`config.mk`:
```
export PLATFORM = sky130hd
export DESIGN_NAME = reset_cause_status
export DESIGN_NICKNAME = d
export VERILOG_FILES = /design/src/reset_cause_pkg.sv /design/src/reset_source_gate.sv /design/src/reset_cause_status.sv
export VERILOG_INCLUDE_DIRS = /design/src /design/src/src
export SDC_FILE = /design/constraint.sdc
export NUM_CORES = 1
export LEC_CHECK = 0
export ABC_CLOCK_PERIOD_IN_PS = 3700
export BUFFER_PORTS_ARGS = -buffer_cell sky130_fd_sc_hd__buf_2
export CAP_MARGIN = 15
export CORE_ASPECT_RATIO = 1.4
export CORE_MARGIN = 1
export CORE_UTILIZATION = 25
export DETAILED_ROUTE_END_ITERATION = 7
export GPL_ROUTABILITY_DRIVEN = 0
export GPL_TIMING_DRIVEN = 0
export HOLD_SLACK_MARGIN = 0.15
export RECOVER_POWER = 25
export SETUP_SLACK_MARGIN = 0.02
export SYNTH_ARGS = -nofsm -noshare
export SYNTH_HDL_FRONTEND = slang
export SYNTH_SLANG_ARGS = --single-unit
```
`constraint.sdc`:
```
create_clock -name mclk_i -period 3.7 [get_ports mclk_i]
set_input_delay 0.37 -clock mclk_i [delete_from_list [all_inputs] [get_ports mclk_i]]
set_output_delay 0.37 -clock mclk_i [all_outputs]
set_load 0.01 [all_outputs]
```
`src/reset_cause_consts.svh`:
```
// constants for the reset cause and debug force reset block
`ifndef RESET_CAUSE_CONSTS_SVH
`define RESET_CAUSE_CONSTS_SVH
`define RC_ADDR_STATUS 8'h00
`define RC_ADDR_FORCE 8'h01
`define RC_BIT_POWER_ON 7
`define RC_BIT_PIN 6
`define RC_BIT_WATCHDOG 5
`define RC_BIT_BAD_OPCODE 4
`define RC_BIT_BAD_ADDRESS 3
`define RC_BIT_LOW_VOLTAGE 1
`define RC_BIT_FORCE 0
`define RC_STATUS_RESET 8'h82
`define RC_FORCE_READ 8'h00
`define RC_RESET_HOLD_CYCLES 4'h8
`endif

```
`src/reset_cause_pkg.sv`:
```
// types for the reset cause and debug force reset block
package reset_cause_pkg;
  typedef struct packed {
    logic power_on;
    logic pin;
    logic watchdog;
    logic bad_opcode;
    logic bad_address;
    logic low_voltage;
    logic force_reset;
  } reset_sources_t;

  typedef enum logic [1:0] {
    ST_RUN = 2'b00,
    ST_HOLD = 2'b01
  } seq_state_t;

  typedef struct packed {
    logic [7:0] status;
    logic [7:0] rdata;
    logic watchdog_restart;
    logic system_reset;
    logic [3:0] hold_cnt;
    seq_state_t state;
  } core_state_t;
endpackage

```
`src/reset_source_gate.sv`:
```
// qualifies raw reset requests into cause bits
`timescale 1ns/10ps
`default_nettype none
module reset_source_gate (
  input wire logic pin_reset_n_i,
  input wire logic watchdog_timeout_i,
  input wire logic watchdog_enable_i,
  input wire logic bad_opcode_i,
  input wire logic stop_instr_i,
  input wire logic stop_mode_enable_i,
  input wire logic enter_background_instr_instr_i,
  input wire logic background_mode_enable_i,
  input wire logic bad_address_i,
  input wire logic low_supply_i,
  input wire logic stop_mode_i,
  input wire logic low_voltage_reset_enable_i,
  input wire logic low_voltage_stop_enable_i,
  output reset_cause_pkg::reset_sources_t src_o
);
  always_comb begin
    src_o = '0;
    src_o.pin = ~pin_reset_n_i;
    src_o.watchdog = watchdog_timeout_i & watchdog_enable_i;
    src_o.bad_opcode = bad_opcode_i | (stop_instr_i & ~stop_mode_enable_i)
                     | (enter_background_instr_instr_i & ~background_mode_enable_i);
    src_o.bad_address = bad_address_i;
    src_o.low_voltage = low_supply_i & low_voltage_reset_enable_i
                      & (~stop_mode_i | low_voltage_stop_enable_i);
  end
endmodule
`default_nettype wire

```
`src/reset_cause_status.sv`:
```
// reset cause status register, watchdog restart and debug forced reset
`timescale 1ns/10ps
`default_nettype none
`include "reset_cause_consts.svh"
module reset_cause_status (
  input wire logic mclk_i,
  input wire logic reset_i,
  input wire logic power_on_i,
  input wire logic pin_reset_n_i,
  input wire logic watchdog_timeout_i,
  input wire logic watchdog_enable_i,
  input wire logic bad_opcode_i,
  input wire logic stop_instr_i,
  input wire logic stop_mode_enable_i,
  input wire logic enter_background_instr_instr_i,
  input wire logic background_mode_enable_i,
  input wire logic bad_address_i,
  input wire logic low_supply_i,
  input wire logic stop_mode_i,
  input wire logic low_voltage_reset_enable_i,
  input wire logic low_voltage_stop_enable_i,
  input wire logic [7:0] addr_i,
  input wire logic wr_i,
  input wire logic rd_i,
  input wire logic bdm_access_i,
  input wire logic [7:0] wdata_i,
  output logic [7:0] rdata_o,
  output logic watchdog_restart_o,
  output logic system_reset_o
);
  ////////////////////////////////////////////////////////////////
  reset_cause_pkg::reset_sources_t src;
  reset_cause_pkg::core_state_t st_r;
  reset_cause_pkg::core_state_t st_nxt;
  logic force_req;
  logic any_req;

  function automatic logic hits_status(input logic [7:0] a);
    return a == `RC_ADDR_STATUS;
  endfunction

  function automatic logic hits_force(input logic [7:0] a);
    return a == `RC_ADDR_FORCE;
  endfunction

  reset_source_gate u_gate (
    .pin_reset_n_i(pin_reset_n_i),
    .watchdog_timeout_i(watchdog_timeout_i),
    .watchdog_enable_i(watchdog_enable_i),
    .bad_opcode_i(bad_opcode_i),
    .stop_instr_i(stop_instr_i),
    .stop_mode_enable_i(stop_mode_enable_i),
    .enter_background_instr_instr_i(enter_background_instr_instr_i),
    .background_mode_enable_i(background_mode_enable_i),
    .bad_address_i(bad_address_i),
    .low_supply_i(low_supply_i),
    .stop_mode_i(stop_mode_i),
    .low_voltage_reset_enable_i(low_voltage_reset_enable_i),
    .low_voltage_stop_enable_i(low_voltage_stop_enable_i),
    .src_o(src)
  );

  // user program writes never reach the force bit
  assign force_req = wr_i & bdm_access_i & hits_force(addr_i)
                   & wdata_i[`RC_BIT_FORCE];

  assign any_req = src.pin | src.watchdog | src.bad_opcode | src.bad_address
                 | src.low_voltage | force_req;

  ////////////////////////////////////////////////////////////////
  always_comb begin
    st_nxt = st_r;
    st_nxt.watchdog_restart = wr_i & hits_status(addr_i);
    st_nxt.rdata = 8'h00;
    if (rd_i && hits_status(addr_i)) begin
      st_nxt.rdata = st_r.status;
    end else if (rd_i && hits_force(addr_i)) begin
      st_nxt.rdata = `RC_FORCE_READ;
    end
    unique case (st_r.state)
      reset_cause_pkg::ST_RUN: begin
        st_nxt.system_reset = 1'b0;
        if (any_req) begin
          st_nxt.state = reset_cause_pkg::ST_HOLD;
          st_nxt.system_reset = 1'b1;
          st_nxt.hold_cnt = `RC_RESET_HOLD_CYCLES;
          st_nxt.watchdog_restart = 1'b1;
          st_nxt.status = 8'h00;
          if (src.low_voltage) begin
            // power-on flag survives a low-voltage reset
            st_nxt.status[`RC_BIT_POWER_ON] = st_r.status[`RC_BIT_POWER_ON];
            st_nxt.status[`RC_BIT_LOW_VOLTAGE] = 1'b1;
          end else if (!force_req) begin
            st_nxt.status[`RC_BIT_PIN] = src.pin;
            st_nxt.status[`RC_BIT_WATCHDOG] = src.watchdog;
            st_nxt.status[`RC_BIT_BAD_OPCODE] = src.bad_opcode;
            st_nxt.status[`RC_BIT_BAD_ADDRESS] = src.bad_address;
          end
        end
      end
      reset_cause_pkg::ST_HOLD: begin
        st_nxt.system_reset = 1'b1;
        st_nxt.hold_cnt = st_r.hold_cnt - 4'h1;
        if (st_r.hold_cnt == 4'h1) begin
          st_nxt.state = reset_cause_pkg::ST_RUN;
          st_nxt.system_reset = 1'b0;
        end
      end
      default: begin
        st_nxt.state = reset_cause_pkg::ST_RUN;
      end
    endcase
  end

  // reset_i or power_on_i loads the power-on status; either must be held while supply ramps
  always_ff @(posedge mclk_i) begin
    if (reset_i || power_on_i) begin
      st_r <= '0;
      st_r.status <= `RC_STATUS_RESET;
    end else begin
      st_r <= st_nxt;
    end
  end

  assign rdata_o = st_r.rdata;
  assign watchdog_restart_o = st_r.watchdog_restart;
  assign system_reset_o = st_r.system_reset;
endmodule
`default_nettype wire

```
==> key figures <==
CTS
  – Cts bufs inserted: 3
  – Clock transition at the registers of the reported paths: 70 ps
  – Post-CTS Setup Repair Bufs: 0
  – H-tree levels: 1
  – Root Driver: clkbuf_8
  – Latest clock arrival within the worst-skew pair: 250 ps
  – Resized Gates After CTS: 0
  – Hold Buf Count CTS: 0
  – Clock Sinks: 19
  – Max clock buf depth: 2
  – CTS tree: done

Power and ir drop
  – Comb pwr share: 0.130
  – PD cells: 340.6 nW/um^2
  – Clock network power share: 0.340
  – LEAKAGE: 0.5066 nW
  – P_int: 0.3127 mW
  – Maximum VDD drop: 0.1368 mV
  – Switching Fraction: 0.2333
  – Switching power: 0.09516 mW
  – Sequential share of power: 0.530

Layout
  – Ant. Diodes: 0
  – Final Instance Area: 1197 um^2
  – Filler cell count: 376
  – Syn-to-layout area delta: 28.80%
  – # nets final: 176
  – Share of cells above drive strength 1: 0.3333

Worst setup path
  – Cells along the critical path: buf_2 > or4_4 > or3_1 > buf_6 > a31oi_4 > o221ai_1
  – R2r worst-path depth: 4
  – R2R Setup Slk: 2360 ps
  – Worst r2r src: st_r[3]
  – Cell family with most CP delay: simple AND/OR/NAND/NOR gates
  – Reg-to-reg endpoint: system_reset_o
  – Startpoint Class: primary input
  – Crit Path Max Fanout: 10
  – Critical path data required time: 3790 ps
  – Critical path capture point type: register
  – Crit path depth: 6
  – CP max-delay cell: or4_4
  – CP peak stage delay: 530 ps
  – CP Launch Point: addr_i[5]
  – CP Class: primary input to register
  – CP Data Arrival Time: 1950 ps
  – CP Capture Point: st_r[17]
  – WP buf/inv: 2

Global routing
  – Vias in the first global route: 775
  – Initial antenna violation count: 0
  – Pin count of the biggest net entering global routing: 12
  – First-pass GRT wire length: 3.132 mm
  – Gr usage total: 0.1079
  – Overflow left after global routing: 0

Timing
  – Min cycle time layout: 1857 ps
  – Max frequency: 0.5384 GHz
  – Slew Viols, Final: 0
  – Final hold violations: 0
  – RSZ-0062 raised after global routing: false
  – Tcrit/Tclk final: 0.5020
  – Final setup vio count: 0
  – Relative slew slack: 0.4237
  – PnR worst setup slack: 1843 ps
  – TNS Setup: 0 ps
  – Worst slew pin tran: 857.8 ps
  – Clock skew: 1.890 ps

Floorplan
  – Die Wd: 53.54 um
  – Row Count: 25
  – IO Count: 45
  – Die Area: 3970 um^2
  – Starting density of the core: 0.2677
  – Total core area: 3472 um^2
  – Die span in y: 74.15 um

Synthesis
  – Post-synthesis register bit count: 19
  – Syn. warnings: 0
  – Syn_area_per_cell: 9.486 um^2
  – Post-synth EDFFs: 0
  – Ys async rst share: 0
  – Predominant post-synthesis flop cell: dfxtp_1
  – Post-synth cell types: 36
  – Synth top area cells: dfxtp_1 41%, buf_4 6.5%, and2_1 4.0%, nand4_1 3.4%, a311oi_4 2.8%
  – Sequential cell area fraction in the yosys report: 0.4092
  – Cell taking the most area after synthesis: dfxtp_1
  – Mapped Area: 929.6 um^2
  – Synth top area share: 0.4092
  – Post-Synthesis Cells: 98

Routing
  – Initial DRT Pass Iterations: 5
  – DRC violations left: 0
  – Top Metal Used: met4
  – Total wire length: 1.963 mm
  – Wl on met1: 813 um
  – Routed Antenna Nets: 0
  – WL met2: 987 um
  – Initial DRC Count: 8
  – Via count: 826
  – Met3 wire len: 128 um
  – Average wire per standard cell: 11.03 um
  – Drt via density: 4.640

Place
  – DP Area: 1159 um^2
  – Place WS: 1595 ps
  – IO Port Bufs: 35
  – Dpl hpwl: 1.573 mm

Worst hold path
  – Hold crit path type: primary input to register

Outcome
  – Status: complete, no violations

Run
  – Max-cap violations: 0
-- worst reg2reg max path, cell delays in order, from the launching register on --
cell,delay [ps]
dfxtp_1,310
inv_1,90
ha_1,150
or4bb_1,490
and3_1,200
-- flip-flops by register name, indices dropped and copies added (netlist names) --
register and cells:
st_r 11, watchdog_restart_o 1, system_reset_o 1, rdata_o 6
-- through the flow --
step                      hold slack, ps  utilization  total power [mW]  instances
after floorplan                    429.6            -            0.2507         99
after global placement             439.7       0.3337            0.2717        174
after detailed placement           438.5       0.3337            0.2743        174
after CTS                          389.3       0.3470            0.4141        178
after global routing               428.5       0.3449            0.4313        178
final                              390.9       0.3449            0.4079        178
-- synthesized netlist by cell type, drive strengths merged, types with 2 or more instances --
cell type,number
dfxtp,19
buf,9
and2,7
nand4,5
a21oi,4
nand2,4
nand2b,4
nand3,4
nor2,4
a31oi,3
inv,3
nor2b,3
or3,3
a311oi,2
and3,2
clkbuf,2
ha,2
mux2i,2
nand4b,2
nor3,2
-- worst min path at each step --
stage	startpoint	end	cells after the start
3_5_place_dp	st_r[17]	rdata_o[1]	1
4_1_cts	bad_address_i	st_r[19]	3
6_report	bad_address_i	st_r[19]	3
5_1_grt	bad_address_i	st_r[19]	3
3_3_place_gp	st_r[17]	rdata_o[1]	1
2_1_floorplan	st_r[19]	rdata_o[3]	1
-- power groups by stage --
stage	clock (mW)	sequential, mW	combinational, mW
global placement	0	0.220	0.0514
global route	0.155	0.217	0.0593
detailed placement	0	0.221	0.0536
CTS	0.144	0.216	0.0539
finish	0.139	0.216	0.0532
floorplan	0	0.220	0.0305
-- area by class of cell --
class | count | area (um^2) | share of cell area
buffer | 11 | 78.83 | 0.06583
timing repair buffer | 35 | 167.7 | 0.1400
clock inverter | 1 | 5.005 | 0.004180
inverter | 3 | 11.26 | 0.009404
sequential | 19 | 380.4 | 0.3177
clock buffer | 3 | 41.29 | 0.03448
tap | 40 | 50.05 | 0.04180
multi-input combinational | 66 | 462.9 | 0.3866
-- kinds of logic (layout without fill, tap and decap cells) --
logic type	Yosys count	in the layout	share of synthesized area
other	1	2	0.004034
adders and majority gates	2	2	0.02691
AOI/OAI and AO/OA	14	14	0.1400
muxes	2	2	0.02154
xor gates and xnor gates	1	1	0.009423
DFF	19	19	0.4091
buffers and inverters	14	53	0.09691
and+or+nand+nor	45	45	0.2921
-- cell usage in the layout (no fill, tap or decap), types with 3 or more instances in the layout --
cell      count
dfxtp_1      19
nand3_1       4
or3_1         3
nand2_1       4
nand2b_1      4
clkbuf_8      3
buf_2        29
nand4_1       5
nor2_1        4
and2_1        6
inv_1         3
a21oi_1       4
nor2b_1       3
buf_4         8
clkbuf_1      8
-- routing by layer --
layer | up-vias | track usage
met3 | 2 | 0.01636
met2 | 33 | 0.1972
met1 | 365 | 0.1092
met5 | - | 0
met4 | 0 | 0.07018
li1 | 426 | -
(Power assumes the default switching activity.)
